[config.mk]
export PLATFORM = sky130hd
export DESIGN_NAME = ppo_top
export DESIGN_NICKNAME = d
export VERILOG_FILES = /design/src/hw/ppo_pkg.sv /design/src/hw/ppo_top.sv
export SDC_FILE = /design/constraint.sdc
export NUM_CORES = 1
export LEC_CHECK = 0
export BUFFER_PORTS_ARGS = -buffer_cell sky130_fd_sc_hd__buf_2
export CORE_UTILIZATION = 50
export DETAILED_ROUTE_END_ITERATION = 8
export PLACE_DENSITY = 0.67
export SYNTH_ARGS = -nofsm -noshare
export SYNTH_HDL_FRONTEND = slang
export SYNTH_SLANG_ARGS = --single-unit
[constraint.sdc]
create_clock -name pclk -period 18.8 [get_ports pclk]
set_clock_uncertainty 0.15 [all_clocks]
set_input_delay 1.88 -clock pclk [delete_from_list [all_inputs] [get_ports pclk]]
set_output_delay 1.88 -clock pclk [all_outputs]
set_load 0.02 [all_outputs]
[src/hw/ppo_pkg.sv]
// Constants, register map and mode codes of the pulse output block.
// Assumes a 20 MHz APB clock and a one-pulse-per-second epoch input.
package ppo_pkg;
  // ----------------------------------------------------------------
  // Timing
  // ----------------------------------------------------------------
  localparam int unsigned CLK_HZ       = 20_000_000;
  localparam int unsigned TICK_MS      = 10;
  localparam int unsigned CYC_TICK     = CLK_HZ / 1000 * TICK_MS;
  localparam int unsigned IRIG_ZERO_MS = 2;
  localparam int unsigned IRIG_ONE_MS  = 5;
  localparam int unsigned IRIG_MARK_MS = 8;
  // ----------------------------------------------------------------
  // Register offsets
  // ----------------------------------------------------------------
  localparam logic [11:0] A_CTRL  = 12'h000;
  localparam logic [11:0] A_WIDTH = 12'h004;
  localparam logic [11:0] A_PER   = 12'h008;
  localparam logic [11:0] A_HOFF  = 12'h00C;
  localparam logic [11:0] A_DAY   = 12'h010;
  localparam logic [11:0] A_TRGT  = 12'h014;
  localparam logic [11:0] A_TRGD  = 12'h018;
  localparam logic [11:0] A_LOFF  = 12'h01C;
  localparam logic [11:0] A_DSTA  = 12'h020;
  localparam logic [11:0] A_DSTO  = 12'h024;
  localparam logic [11:0] A_TIME  = 12'h028;
  localparam logic [11:0] A_CAL   = 12'h02C;
  localparam logic [11:0] A_STAT  = 12'h030;
  // ----------------------------------------------------------------
  // Control fields and time packing
  // ----------------------------------------------------------------
  localparam int C_POL      = 3;
  localparam int C_ZONE     = 4;
  localparam int C_STD_LOC  = 5;
  localparam int C_STD_C37  = 6;
  localparam int C_AUX_LOC  = 7;
  localparam int C_AUX_C37  = 8;
  localparam int C_DST      = 9;
  localparam int C_TRIG_CLR = 11;
  localparam int C_SEL      = 12;
  localparam int T_H        = 19;
  localparam int T_M        = 13;
  localparam int T_S        = 7;
  // ----------------------------------------------------------------
  // Reset values and limits
  // ----------------------------------------------------------------
  localparam logic [17:0] CTRL_RST   = 18'h0_0001;
  localparam logic [23:0] WIDTH_RST  = 24'h00_0001;
  localparam logic [23:0] WIDTH_MAX  = 24'h83_D600;
  localparam logic [23:0] WIDTH_HD   = 24'h00_EA60;
  localparam logic [15:0] PER_MAX    = 16'hEA60;
  localparam logic [11:0] HOFF_MAX   = 12'h0E0F;
  localparam logic [6:0]  FRAC_LAST  = 7'h63;
  localparam logic [6:0]  FRAC_HALF  = 7'h32;
  localparam logic [5:0]  SLOW_MIN_S = 6'h02;
  localparam logic [5:0]  SLOW_HR_S  = 6'h04;
  localparam logic [5:0]  SLOW_DAY_S = 6'h06;
  localparam logic [6:0]  LW_ZERO    = 7'h0A;
  localparam logic [6:0]  LW_ONE     = 7'h14;
  localparam logic [6:0]  LW_LAST    = 7'h32;
  localparam logic [1:0]  SEL_PULSE  = 2'h0;
  localparam logic [1:0]  SEL_IRIG   = 2'h1;
  localparam logic [1:0]  SEL_EXT    = 2'h2;
  localparam logic [1:0]  DST_ON     = 2'h1;
  localparam logic [1:0]  DST_AUTO   = 2'h2;
  typedef enum logic [2:0] {
    M_AUX  = 3'h0, M_SPP  = 3'h1, M_HOUR = 3'h3, M_DAY   = 3'h2,
    M_TRIG = 3'h6, M_SLOW = 3'h7, M_LW   = 3'h5, M_LWMOD = 3'h4
  } ppo_mode_t;
endpackage

[src/hw/ppo_top.sv]
// Programmable timing pulse output with APB register slave.
// Assumes pps_in and ext_src are asynchronous pins; all else on pclk.
// How it works
// RULE_01: Mode field picks one of eight generators
// RULE_02: Polarity bit inverts the generated pulse, except in slow code mode
// RULE_03: Width in 10 ms ticks, clamped to 24 h
// RULE_04: Seconds-per-pulse every N seconds, N 1..60000
// RULE_05: Hourly pulse at offset seconds past hour
// RULE_06: Hourly and daily widths capped at 600 s
// RULE_07: Daily pulse on hour/minute/second/fraction match
// RULE_08: Trigger instant is date and time, UTC/local
// RULE_09: Fired trigger holds opposite level until cleared
// RULE_10: Slow code low 2/4/6 s at minute/hour/day
// RULE_11: Modified long-wave sends second 59 as 0.5 s
// RULE_12: Auxiliary time code with own zone and extension
// RULE_13: Standard time code zone and extension for ports
// RULE_14: Each of three ports selects pulse or other source
// RULE_15: Local time is UTC plus offset plus DST
// RULE_16: Edges aligned to the second epoch, 10 ms steps
`timescale 1ns/10ps
`default_nettype none
module ppo_top #(
  parameter int unsigned TICK_CYC = ppo_pkg::CYC_TICK,
  parameter int unsigned NPORT    = 3
) (
  input  wire logic             pclk,
  input  wire logic             presetn,
  input  wire logic             ce,
  input  wire logic             psel,
  input  wire logic             penable,
  input  wire logic             pwrite,
  input  wire logic [11:0]      paddr,
  input  wire logic [31:0]      pwdata,
  output var  logic [31:0]      prdata,
  output var  logic             pready,
  output var  logic             pslverr,
  input  wire logic             pps_in,
  input  wire logic [NPORT-1:0] ext_src,
  output var  logic             pulse_out,
  output var  logic [NPORT-1:0] port_out
);
  // ----------------------------------------------------------------
  // Constants and state
  // ----------------------------------------------------------------
  localparam int unsigned CW = $clog2(TICK_CYC);
  localparam logic [CW-1:0] T_LAST = CW'(TICK_CYC - 1);
  localparam logic [CW-1:0] I_W0 = CW'(TICK_CYC * ppo_pkg::IRIG_ZERO_MS / ppo_pkg::TICK_MS);
  localparam logic [CW-1:0] I_W1 = CW'(TICK_CYC * ppo_pkg::IRIG_ONE_MS / ppo_pkg::TICK_MS);
  localparam logic [CW-1:0] I_WM = CW'(TICK_CYC * ppo_pkg::IRIG_MARK_MS / ppo_pkg::TICK_MS);

  logic             pps_s1_q, pps_s2_q, pps_s3_q;
  logic [NPORT-1:0] ext_s1_q, ext_s2_q;
  logic [CW-1:0]    cyc_q;
  logic [6:0]       frac_q;
  logic [5:0]       sec_q, min_q;
  logic [4:0]       hour_q;
  logic [17:0]      ctrl_q;
  logic [23:0]      width_q, day_q, trgt_q, wid_q;
  logic [15:0]      per_q, spp_q;
  logic [11:0]      hoff_q;
  logic [8:0]       trgd_q;
  logic [4:0]       loff_q;
  logic [20:0]      dsta_q, dsto_q;
  logic [18:0]      cal_q;
  logic             act_q, fired_q;
  logic [31:0]      rd_d;
  logic             map_ok;

  // ----------------------------------------------------------------
  // Helpers
  // ----------------------------------------------------------------
  function automatic logic [7:0] bcd(input logic [5:0] v);
    logic [5:0] t;
    t = v / 6'd10;
    return {t[3:0], 4'(v - t * 6'd10)};
  endfunction

  function automatic logic [4:0] loc_h(input logic [4:0] h, input logic [4:0] off,
                                       input logic dst);
    logic signed [6:0] s;
    s = $signed({2'b00, h}) + $signed({{2{off[4]}}, off}) + $signed({6'd0, dst});
    if (s < 0) begin
      s = s + 7'sd24;
    end else if (s > 7'sd23) begin
      s = s - 7'sd24;
    end
    return s[4:0];
  endfunction

  function automatic logic irig_lvl(input logic [6:0] idx, input logic [CW-1:0] c,
                                    input logic [4:0] h, input logic [5:0] m,
                                    input logic [5:0] s, input logic ext,
                                    input logic dst);
    logic [7:0] f;
    logic [3:0] u, k, d;
    logic       b;
    u = 4'(idx % 7'd10);
    d = 4'(idx / 7'd10);
    f = (d == 4'd0) ? bcd(s) : (d == 4'd1) ? bcd(m) : bcd({1'b0, h});
    k = (d == 4'd0) ? u - 4'd1 : u;
    b = 1'b0;
    if (d < 4'd3) begin
      if (k < 4'd4) begin
        b = f[k[2:0]];
      end else if (k > 4'd4 && k < 4'd8) begin
        b = f[3'(k - 4'd1)];
      end
    end else if (d == 4'd6 && u == 4'd0) begin
      b = ext & dst;
    end
    if (idx == 7'd0 || u == 4'd9) begin
      return c < I_WM;
    end
    return c < (b ? I_W1 : I_W0);
  endfunction

  function automatic logic lw_bit(input logic [5:0] s, input logic [5:0] m,
                                  input logic [4:0] h, input logic dst);
    logic [7:0] bm, bh;
    logic [5:0] i;
    bm = bcd(m);
    bh = bcd({1'b0, h});
    i = 6'd0;
    if (s == 6'd17) return dst;
    if (s == 6'd18) return ~dst;
    if (s == 6'd20) return 1'b1;
    if (s >= 6'd21 && s <= 6'd27) begin
      i = s - 6'd21;
      return bm[i[2:0]];
    end
    if (s == 6'd28) return ^bm[6:0];
    if (s >= 6'd29 && s <= 6'd34) begin
      i = s - 6'd29;
      return bh[i[2:0]];
    end
    if (s == 6'd35) return ^bh[5:0];
    return 1'b0;
  endfunction

  // ----------------------------------------------------------------
  // Time base and local time
  // ----------------------------------------------------------------
  wire ppo_pkg::ppo_mode_t mode = ppo_pkg::ppo_mode_t'(ctrl_q[2:0]);
  wire        pol      = ctrl_q[ppo_pkg::C_POL];
  wire [1:0]  dst_mode = ctrl_q[ppo_pkg::C_DST +: 2];
  wire        setup    = psel & ~penable & ~pready;
  wire        wr_en    = psel & penable & pwrite & pready;
  wire        time_wr  = wr_en & (paddr == ppo_pkg::A_TIME);
  wire        trig_clr = wr_en & (paddr == ppo_pkg::A_CTRL) & pwdata[ppo_pkg::C_TRIG_CLR];
  wire        tick     = cyc_q == T_LAST;
  wire        pps_rise = pps_s2_q & ~pps_s3_q;
  wire        tk       = tick | pps_rise; // [RULE_16]
  // Late epoch only realigns; an early one also closes the second
  wire        epoch    = (tick & (frac_q == ppo_pkg::FRAC_LAST))
                       | (pps_rise & (frac_q >= ppo_pkg::FRAC_HALF)); // [RULE_16]
  wire        s_end    = sec_q == 6'd59;
  wire        m_end    = min_q == 6'd59;
  wire [6:0]  frac_d   = (pps_rise | (frac_q == ppo_pkg::FRAC_LAST)) ? 7'd0 : frac_q + 7'd1;
  wire [5:0]  sec_d    = epoch ? (s_end ? 6'd0 : sec_q + 6'd1) : sec_q;
  wire [5:0]  min_d    = (epoch & s_end) ? (m_end ? 6'd0 : min_q + 6'd1) : min_q;
  wire        h_step   = epoch & s_end & m_end;
  wire [4:0]  hour_d   = h_step ? ((hour_q == 5'd23) ? 5'd0 : hour_q + 5'd1) : hour_q;
  wire [10:0] mday     = {6'd0, hour_q} * 11'd60 + {5'd0, min_q};
  wire [20:0] key      = {cal_q[18:9], mday};
  wire        aft      = key >= dsta_q;
  wire        bef      = key < dsto_q;
  wire        dst_win  = (dsta_q <= dsto_q) ? (aft & bef) : (aft | bef); // [RULE_15]
  wire        dst      = (dst_mode == ppo_pkg::DST_ON)
                       | ((dst_mode == ppo_pkg::DST_AUTO) & dst_win); // [RULE_15]
  wire [4:0]  lhour    = loc_h(hour_q, loff_q, dst); // [RULE_15]
  wire [4:0]  ph_d     = ctrl_q[ppo_pkg::C_ZONE] ? loc_h(hour_d, loff_q, dst) : hour_d;

  // ----------------------------------------------------------------
  // Pulse generators
  // ----------------------------------------------------------------
  wire [11:0] soh_d    = {6'd0, min_d} * 12'd60 + {6'd0, sec_d};
  wire [23:0] tod_d    = {ph_d, min_d, sec_d, frac_d};
  wire spp_hit  = epoch & (spp_q == 16'd0); // [RULE_04]
  wire hour_hit = epoch & (soh_d == hoff_q); // [RULE_05]
  wire day_hit  = tk & (tod_d == day_q); // [RULE_07]
  wire trig_hit = tk & ~fired_q & (mode == ppo_pkg::M_TRIG) & (tod_d == trgt_q)
                & (cal_q[8:0] == trgd_q); // [RULE_08]
  wire start    = (mode == ppo_pkg::M_SPP) ? spp_hit :
                  (mode == ppo_pkg::M_HOUR) ? hour_hit :
                  (mode == ppo_pkg::M_DAY) ? day_hit : 1'b0; // [RULE_01]
  wire hd       = (mode == ppo_pkg::M_HOUR) | (mode == ppo_pkg::M_DAY);
  wire [23:0] eff_w = (hd & (width_q > ppo_pkg::WIDTH_HD)) ? ppo_pkg::WIDTH_HD : width_q; // [RULE_06]
  wire [5:0]  slow_n = (hour_q == 5'd0 && min_q == 6'd0) ? ppo_pkg::SLOW_DAY_S :
                       (min_q == 6'd0) ? ppo_pkg::SLOW_HR_S : ppo_pkg::SLOW_MIN_S;
  wire slow_lo  = sec_q < slow_n; // [RULE_10]
  wire lw_mod   = mode == ppo_pkg::M_LWMOD;
  wire [6:0] lw_w = s_end ? (lw_mod ? ppo_pkg::LW_LAST : 7'd0) :
                    lw_bit(sec_q, min_q, lhour, dst) ? ppo_pkg::LW_ONE : ppo_pkg::LW_ZERO; // [RULE_11]
  wire lw_lvl   = frac_q < lw_w;
  wire aux_lvl  = irig_lvl(frac_q, cyc_q, ctrl_q[ppo_pkg::C_AUX_LOC] ? lhour : hour_q,
                           min_q, sec_q, ctrl_q[ppo_pkg::C_AUX_C37], dst); // [RULE_12]
  wire std_lvl  = irig_lvl(frac_q, cyc_q, ctrl_q[ppo_pkg::C_STD_LOC] ? lhour : hour_q,
                           min_q, sec_q, ctrl_q[ppo_pkg::C_STD_C37], dst); // [RULE_13]
  wire gen      = (mode == ppo_pkg::M_AUX) ? aux_lvl :
                  (mode == ppo_pkg::M_TRIG) ? fired_q :
                  ((mode == ppo_pkg::M_LW) | lw_mod) ? lw_lvl : act_q; // [RULE_01]
  // Slow code has a fixed idle-high sense, so polarity is not applied
  wire pulse_d  = (mode == ppo_pkg::M_SLOW) ? ~slow_lo : gen ^ pol; // [RULE_02] [RULE_10]
  logic [NPORT-1:0] port_d;

  for (genvar i = 0; i < NPORT; i++) begin : g_port
    wire [1:0] sel = ctrl_q[ppo_pkg::C_SEL + 2 * i +: 2];
    assign port_d[i] = (sel == ppo_pkg::SEL_PULSE) ? pulse_d :
                       (sel == ppo_pkg::SEL_IRIG) ? std_lvl :
                       (sel == ppo_pkg::SEL_EXT) ? ext_s2_q[i] : 1'b0; // [RULE_14]
  end

  // ----------------------------------------------------------------
  // Register read decode
  // ----------------------------------------------------------------
  always_comb begin
    rd_d   = 32'h0000_0000;
    map_ok = 1'b1;
    case (paddr)
      ppo_pkg::A_CTRL:  rd_d[17:0] = ctrl_q;
      ppo_pkg::A_WIDTH: rd_d[23:0] = width_q;
      ppo_pkg::A_PER:   rd_d[15:0] = per_q;
      ppo_pkg::A_HOFF:  rd_d[11:0] = hoff_q;
      ppo_pkg::A_DAY:   rd_d[23:0] = day_q;
      ppo_pkg::A_TRGT:  rd_d[23:0] = trgt_q;
      ppo_pkg::A_TRGD:  rd_d[8:0]  = trgd_q;
      ppo_pkg::A_LOFF:  rd_d[4:0]  = loff_q;
      ppo_pkg::A_DSTA:  rd_d[20:0] = dsta_q;
      ppo_pkg::A_DSTO:  rd_d[20:0] = dsto_q;
      ppo_pkg::A_TIME:  rd_d[23:0] = {hour_q, min_q, sec_q, frac_q};
      ppo_pkg::A_CAL:   rd_d[18:0] = cal_q;
      ppo_pkg::A_STAT:  rd_d[7:0]  = {1'b0, port_out, pulse_out, dst, fired_q, act_q};
      default:          map_ok     = 1'b0;
    endcase
  end

  // ----------------------------------------------------------------
  // Registers and state
  // ----------------------------------------------------------------
  always_ff @(posedge pclk or negedge presetn) begin
    if (!presetn) begin
      {pps_s1_q, pps_s2_q, pps_s3_q} <= 3'h0;
      ext_s1_q <= '0;
      ext_s2_q <= '0;
      pready   <= 1'b0;
      pslverr  <= 1'b0;
      prdata   <= 32'h0000_0000;
    end else if (ce) begin
      pps_s1_q <= pps_in;
      pps_s2_q <= pps_s1_q;
      pps_s3_q <= pps_s2_q;
      ext_s1_q <= ext_src;
      ext_s2_q <= ext_s1_q;
      pready   <= setup;
      pslverr  <= setup & ~map_ok;
      if (setup) prdata <= rd_d;
    end
  end

  always_ff @(posedge pclk or negedge presetn) begin
    if (!presetn) begin
      cyc_q  <= '0;
      frac_q <= 7'h00;
      {hour_q, min_q, sec_q} <= 17'h0_0000;
    end else if (ce) begin
      if (time_wr) begin
        cyc_q  <= '0;
        frac_q <= 7'h00;
        {hour_q, min_q, sec_q} <= pwdata[23:7];
      end else if (tk) begin
        cyc_q  <= '0;
        frac_q <= frac_d;
        {hour_q, min_q, sec_q} <= {hour_d, min_d, sec_d};
      end else begin
        cyc_q <= cyc_q + 1'b1;
      end
    end
  end

  always_ff @(posedge pclk or negedge presetn) begin
    if (!presetn) begin
      ctrl_q  <= ppo_pkg::CTRL_RST;
      width_q <= ppo_pkg::WIDTH_RST;
      per_q   <= 16'h0001;
      hoff_q  <= 12'h000;
      {day_q, trgt_q, trgd_q, loff_q} <= 62'h0000_0000_0000_0000;
      {dsta_q, dsto_q, cal_q} <= 61'h0000_0000_0000_0000;
    end else if (ce && wr_en) begin
      case (paddr)
        ppo_pkg::A_CTRL:  ctrl_q <= {pwdata[17:12], 1'b0, pwdata[10:0]};
        ppo_pkg::A_WIDTH: width_q <= (pwdata[23:0] == 24'h0) ? ppo_pkg::WIDTH_RST :
                                     (pwdata[31:24] != 8'h0 || pwdata[23:0] > ppo_pkg::WIDTH_MAX)
                                     ? ppo_pkg::WIDTH_MAX : pwdata[23:0]; // [RULE_03]
        ppo_pkg::A_PER:   per_q <= (pwdata[15:0] == 16'h0) ? 16'h0001 :
                                   (pwdata[15:0] > ppo_pkg::PER_MAX) ? ppo_pkg::PER_MAX
                                   : pwdata[15:0]; // [RULE_04]
        ppo_pkg::A_HOFF:  hoff_q <= (pwdata[11:0] > ppo_pkg::HOFF_MAX) ? ppo_pkg::HOFF_MAX
                                    : pwdata[11:0]; // [RULE_05]
        ppo_pkg::A_DAY:   day_q  <= pwdata[23:0];
        ppo_pkg::A_TRGT:  trgt_q <= pwdata[23:0];
        ppo_pkg::A_TRGD:  trgd_q <= pwdata[8:0];
        ppo_pkg::A_LOFF:  loff_q <= pwdata[4:0];
        ppo_pkg::A_DSTA:  dsta_q <= pwdata[20:0];
        ppo_pkg::A_DSTO:  dsto_q <= pwdata[20:0];
        ppo_pkg::A_CAL:   cal_q  <= pwdata[18:0];
        default: ;
      endcase
    end
  end

  always_ff @(posedge pclk or negedge presetn) begin
    if (!presetn) begin
      {act_q, fired_q, wid_q, spp_q} <= 42'h000_0000_0000;
      pulse_out <= 1'b0;
      port_out  <= '0;
    end else if (ce) begin
      pulse_out <= pulse_d;
      port_out  <= port_d;
      if (start) begin
        act_q <= 1'b1;
        wid_q <= eff_w; // [RULE_03]
      end else if (tk && act_q) begin
        wid_q <= wid_q - 24'd1;
        if (wid_q == 24'd1) act_q <= 1'b0;
      end
      if (wr_en && paddr == ppo_pkg::A_PER) spp_q <= 16'h0000;
      else if (epoch) spp_q <= (spp_q == 16'h0) ? per_q - 16'd1 : spp_q - 16'd1; // [RULE_04]
      // Firing wins over a clear in the same cycle
      if (trig_hit) fired_q <= 1'b1; // [RULE_09]
      else if (trig_clr) fired_q <= 1'b0;
    end
  end
endmodule
`default_nettype wire

# --- Word level (Yosys, flattened, before mapping) ---
# Cells that the tools add are included.
# Widths: inputs -> output; s select.
classes:
  n_reduce_logical: 49
  addsub: 27
  bitwise: 41
  muxes: 148
  div: 7
  n_eq_ne: 45
  multipliers: 7
  n_lt_le_gt_ge: 29
ops:
  columns: ["operator", "n"]
  rows:
  - ["$mux 24", 5]
  - ["$mux 1", 86]
  - ["$mux 16", 5]
  - ["$pmux 5 s13", 1]
  - ["$eq 12x6->1 const B", 5]
  - ["$mux 5", 12]
  - ["$mux 6", 10]
  - ["$eq 12x5->1 const B", 4]
  - ["$eq 24x24->1", 2]
  - ["$lt 18x17->1", 2]
  - ["$mux 18", 2]
  - ["$pmux 3 s12", 1]
  - ["$pmux 4 s9", 1]
  - ["$mux 17", 2]
  - ["$logic_not 16->1", 2]
  - ["$mux 8", 4]
  - ["$reduce_and 2->1", 16]
  - ["$sub 16x1->16 const B", 2]
  - ["$mul 6x3->3 const B", 5]
  - ["$pmux 3 s10", 1]
  - ["$and 1x1->1", 26]
  - ["$eq 12x4->1 const B", 2]
  - ["$eq 24x1->1 const B", 1]
  - ["$eq 6x5->1 const B", 4]
  - ["86 further kinds", 152]
word_totals:
  elab_cells: 383
  input_bits: 54
  ff_bits: 315
  output_inout_bits: 38

# --- Depth between registers and ports, before layout ---
logic_depth:
  depth_word: 39
  depth_mapped: 62
  ltp_nobuf: 62

# --- Worst setup path after synthesis ---
# OpenSTA, ideal clock, no wires.
synth_path:
  path_kind: "reg-to-reg"
  from: "register hour_q[0]"
  to: "register port_out[0]"
  setup_ps: 83
  required_ps: 18567
  arrival_ps: 11883
  n_path_buf: 0
  path_slack_ps: 6685
  synth_period_minus_slack_ps: 12115
  path_stages_with_launch: 59
  path_cell_list: "dfrtp_1 fa_1 inv_1 fa_1 inv_1 fa_1 ha_1 o21ai_0 nand2b_1 nand3_1 nand3b_1 xnor2_1 ha_1 nand3_1 a21boi_0 nor4_1 o31ai_1 a21oi_1 [... 23 more ...] ha_1 inv_1 fa_1 nand2_1 a21oi_1 nor4b_1 mux2i_1 a31oi_1 nor2_1 a21o_1 ha_1 a2111o_1 a31oi_1 nand2_1 or3_1 o31ai_1 a31oi_1 o21ai_0"
synth_between:
  elab_chain_cells: 34
  elab_cells_between_ends: 92
  classes_between: "add/sub (8); mul (4); div (3); order compare (8); mux (57); bitwise (9); reduce/logical (3)"
synth_rtl:
  columns: ["item", "line_no", "text"]
  rows:
  - ["start, declared", "ppo_top.sv:56", "logic [4:0] hour_q;"]
  - ["start signal, assigned", "ppo_top.sv:269", "{hour_q, min_q, sec_q} <= pwdata[23:7];"]
  - ["start signal, assigned", "ppo_top.sv:273", "{hour_q, min_q, sec_q} <= {hour_d, min_d, sec_d};"]
  - ["$mul 5x4->9", "ppo_top.sv:163", "wire [10:0] mday = {6'd0, hour_q} * 11'd60 + {5'd0, min_q};"]
  - ["$add 11x6->11", "ppo_top.sv:163", null]
  - ["$ge 21x21->1 or $lt 21x21->1 (tied branches)", "ppo_top.sv:165, ppo_top.sv:166", null]
  - ["$or 1x1->1 or $and 1x1->1 (tied branches)", "ppo_top.sv:167", "wire dst_win = (dsta_q <= dsto_q) ? (aft & bef) : (aft | bef);"]
  - ["$mux 1", "ppo_top.sv:167", null]
  - ["$and 1x1->1", "ppo_top.sv:169", "| ((dst_mode == ppo_pkg::DST_AUTO) & dst_win);"]
  - ["$or 1x1->1", "ppo_top.sv:169", null]
  - ["$add 7x2->7", "ppo_top.sv:81", "s = $signed({2'b00, h}) + $signed({{2{off[4]}}, off}) + $signed({6'd0, dst});"]
  - ["[... 18 more ...]", null, null]
  - ["$mux 6", "ppo_top.sv:192", "wire [6:0] lw_w = s_end ? (lw_mod ? ppo_pkg::LW_LAST : 7'd0) :"]
  - ["$lt 7x6->1", "ppo_top.sv:194", "wire lw_lvl = frac_q < lw_w;"]
  - ["$mux 1", "ppo_top.sv:201", "((mode == ppo_pkg::M_LW) | lw_mod) ? lw_lvl : act_q;"]
  - ["$mux 1", "ppo_top.sv:200", "(mode == ppo_pkg::M_TRIG) ? fired_q :"]
  - ["$mux 1", "ppo_top.sv:199", "wire gen = (mode == ppo_pkg::M_AUX) ? aux_lvl :"]
  - ["$xor 1x1->1", "ppo_top.sv:203", "wire pulse_d = (mode == ppo_pkg::M_SLOW) ? ~slow_lo : gen ^ pol;"]
  - ["$mux 1", "ppo_top.sv:203", null]
  - ["$mux 1 (*)", "ppo_top.sv:208", "assign port_d[i] = (sel == ppo_pkg::SEL_PULSE) ? pulse_d :"]
  - ["end signal, assigned", "ppo_top.sv:318", "port_out <= port_d;"]
  - ["end, declared", "ppo_top.sv:40", "output var logic [NPORT-1:0] port_out"]
# Mark *: on every way between the ends. The rest lies on a longest branch, timed or not. The select of a mux whose other input is x is not followed.
# A chain may end at the register's enable or synchronous reset.

# --- Worst setup path in the final report ---
# Ends and elaborated chain as after synthesis.

==> metrics.txt <==
fin crit period 14310 ps; Max Freq 69.9 MHz; Worst Path Arrival 14660 ps; worst r2r path cells 59; Worst Tran Pin Value 1250 ps; TNS Setup 0 ps; routed length per instance 25.8 um; Register Area 0.00789 mm^2; H-tree depth 2; Synth async-reset ratio 1.00; die width 221 um; # diodes 0; reg2reg setup slack 4490 ps; ys flop type dfrtp_1; clock share of power 0.301; Pleak 12.2 nW; Reg-to-Reg End port_out[0]; Initial Utilization 0.512; unrepaired setup endpoints after global routing no; die height 221 um; Via Count 22400; max cap viols 0; aggregate global-route resource usage 0.355; Peak VDD IR 78.1 uV; DR iter-0 viols 2588; P per Cell Area 99.0 mW/mm^2; largest net degree at the start of global routing 110; row count 79; switching fraction of total power 0.395; Reg-to-Reg Start hour_q[0]; I/O pin cnt 92; Psw 1.03 mW; Seq pwr share 0.295; top-count cell post-synth dfrtp_1; Hold-fix buffers, CTS 0; Vias/cell 6.62; TritonCTS Buffers 38; synthesized cell area 0.0240 mm^2; Root Buffer clkbuf_16; DRC errors left 0; cts repair resizes 0; Worst Setup Start Kind register; drt first pass iters 6; Final Hold Vio Count 0; Max Slew Vio Count 0; largest cells by area after synthesis dfrtp_1 32%, ha_1 8.6%, mux2_2 5.8%; Largest stage delay, worst path 650 ps; hold path cells 1; Synth-to-Final Area Change 9.42%; placed inst area 0.0250 mm^2; flop and latch count out of synthesis 315; global-route wire length before repair 133000 um; Post-synth top cells 312 x dfrtp_1, 246 x nand2_1, 211 x o21ai_0, 194 x nor2_1, 165 x ha_1; critical setup path kind reg2reg; EDFF count, synth 0; CP max stage cell fa_1; initial antenna violation count 3; Max-slew headroom 0.169; Port Buffer Count 83; register area share after synthesis 0.328; vias in the first global route 21300; # setup viols final 0; placer's final routability congestion estimate 1.06; Core Area 0.0470 mm^2; Worst EP required 19150 ps; final net count 2995; outcome complete, no violations; maximum root-to-sink buffer count 3; Sink Count 315; Worst-path clk slew 70 ps; combinational share of power 0.404; cells after synthesis 2735; TritonCTS clock tree yes; Worst-Skew Late Latency 580 ps; Post-Route WL 87500 um; area of the multi-input gates 0.0151 mm^2; grt ovf 0; syn_area_per_cell 8.79 um^2; fin crit share 0.761; hold wc startpoint prdata[1]; CP Max Fanout 11; number of routed nets with antenna violations 0; min-delay worst type reg2reg; die area 0.0490 mm^2; Critical Path Sink Type register; post-synth cell types 95; design area 0.0263 mm^2; FILL cells 4236; Ys Warns 0; share of cells above drive strength 1 0.130; post-CTS setup buffers 0; Worst Hold Path EP prdata[1]; Yosys top cell area share 0.325; hpwl dp 65700 um; area leader, netlist dfrtp_1; Int Power 1.57 mW
[through the flow]
step / utilization / instances / power (mW) / hold slack [ps] / worst slack, ps
final: 0.560 / 3385 / 2.60 / 319 / 4490
after global placement: 0.532 / 3316 / 1.78 / 304 / 5160
after CTS: 0.560 / 3385 / 2.59 / 324 / 4680
after detailed placement: 0.532 / 3316 / 1.81 / 310 / 4700
after floorplan: - / 2742 / 1.53 / 313 / 6680
after global routing: 0.560 / 3385 / 2.74 / 344 / 3600
[registers in the layout, summed over array words and instances (netlist names), 7 cells and up]
| signal | flops |
|---|---|
| trgd_q | 9 |
| hoff_q | 12 |
| spp_q | 16 |
| cyc_q | 18 |
| trgt_q | 24 |
| per_q | 16 |
| day_q | 24 |
| prdata | 24 |
| dsta_q | 21 |
| cal_q | 19 |
| ctrl_q | 17 |
| width_q | 24 |
| wid_q | 24 |
| frac_q | 7 |
| dsto_q | 21 |
[placed cells by master (no fill, tap or decap), types with 19 or more instances in the layout]
cell type,synthesis,routed
dfrtp_1,312,312
nand2_1,246,246
o21ai_0,211,211
nor2_1,194,190
ha_1,165,165
inv_1,155,155
a21oi_1,124,124
mux2_2,123,123
buf_2,3,82
nand3_1,78,76
xnor2_1,68,68
a22o_1,53,53
nor3_1,57,52
xor2_1,52,52
mux2i_1,45,45
nand4_1,44,44
a221oi_1,44,44
a31oi_1,41,41
clkbuf_16,0,39
nor4_1,39,38
a21o_1,38,38
a22oi_1,33,33
buf_4,9,33
nor2b_1,32,32
nand2b_1,32,32
and3_1,31,31
fa_1,27,27
o22ai_1,24,24
o211ai_1,23,23
and2_1,19,19
[power groups by stage]
stage | combinational (mW) | clock [mW] | sequential [mW]
3_3_place_gp | 1.00 | 0 | 0.775
6_report | 1.05 | 0.785 | 0.768
5_1_grt | 1.16 | 0.814 | 0.774
2_1_floorplan | 0.793 | 0 | 0.741
3_5_place_dp | 1.03 | 0 | 0.777
4_1_cts | 1.04 | 0.791 | 0.765
[logic make-up (layout without fill, tap and decap cells)]
group                    after synthesis  in the layout  synth area share
AND/OR/NAND/NOR                      866            866             0.179
AO/OA/AOI/OAI                        762            762             0.214
flip-flops                           315            315             0.328
buffers and inverters                309            345            0.0498
adder cells (fa/ha/maj)              192            192             0.108
multiplexers                         170            170            0.0779
XOR/XNOR                             120            120            0.0437
other                                  1              8          0.000156
[metal layers]
layer | vias up | global-route usage | wire (um) | share of wire
met5 | - | 0 | 29 | 0.00033
met4 | 4 | 0.178 | 4630 | 0.053
met3 | 235 | 0.0656 | 8180 | 0.094
met2 | 1212 | 0.557 | 38900 | 0.45
met1 | 10900 | 0.468 | 35700 | 0.41
li1 | 10100 | - | - | -
[layout make-up]
type,instances,area share
inverter,160,0.0228
multi-input combinational,2118,0.573
sequential,315,0.300
clock inverter,19,0.00913
tap,607,0.0289
timing repair buffer,116,0.0256
clock buffer,50,0.0410
[worst max-delay path: cells and delay by family (launching register included)]
kind,cells,cell delay (ps)
simple gates,16,2600
mux,1,130
fa+ha+maj,12,4360
compound gates,20,4480
xor+xnor,2,720
flops,1,570
buf+inv,8,1180
[worst max-delay path by stage]
stage	startpoint	to	slack [ps]
after detailed placement	hour_q[2]	port_out[0]	4700
after global placement	hour_q[2]	port_out[0]	5160
after floorplan	hour_q[0]	port_out[0]	6680
after CTS	hour_q[2]	port_out[0]	4680
after global routing	hour_q[3]	port_out[2]	3600
final	hour_q[0]	port_out[0]	4490
Power figures use the tool's default switching activity.
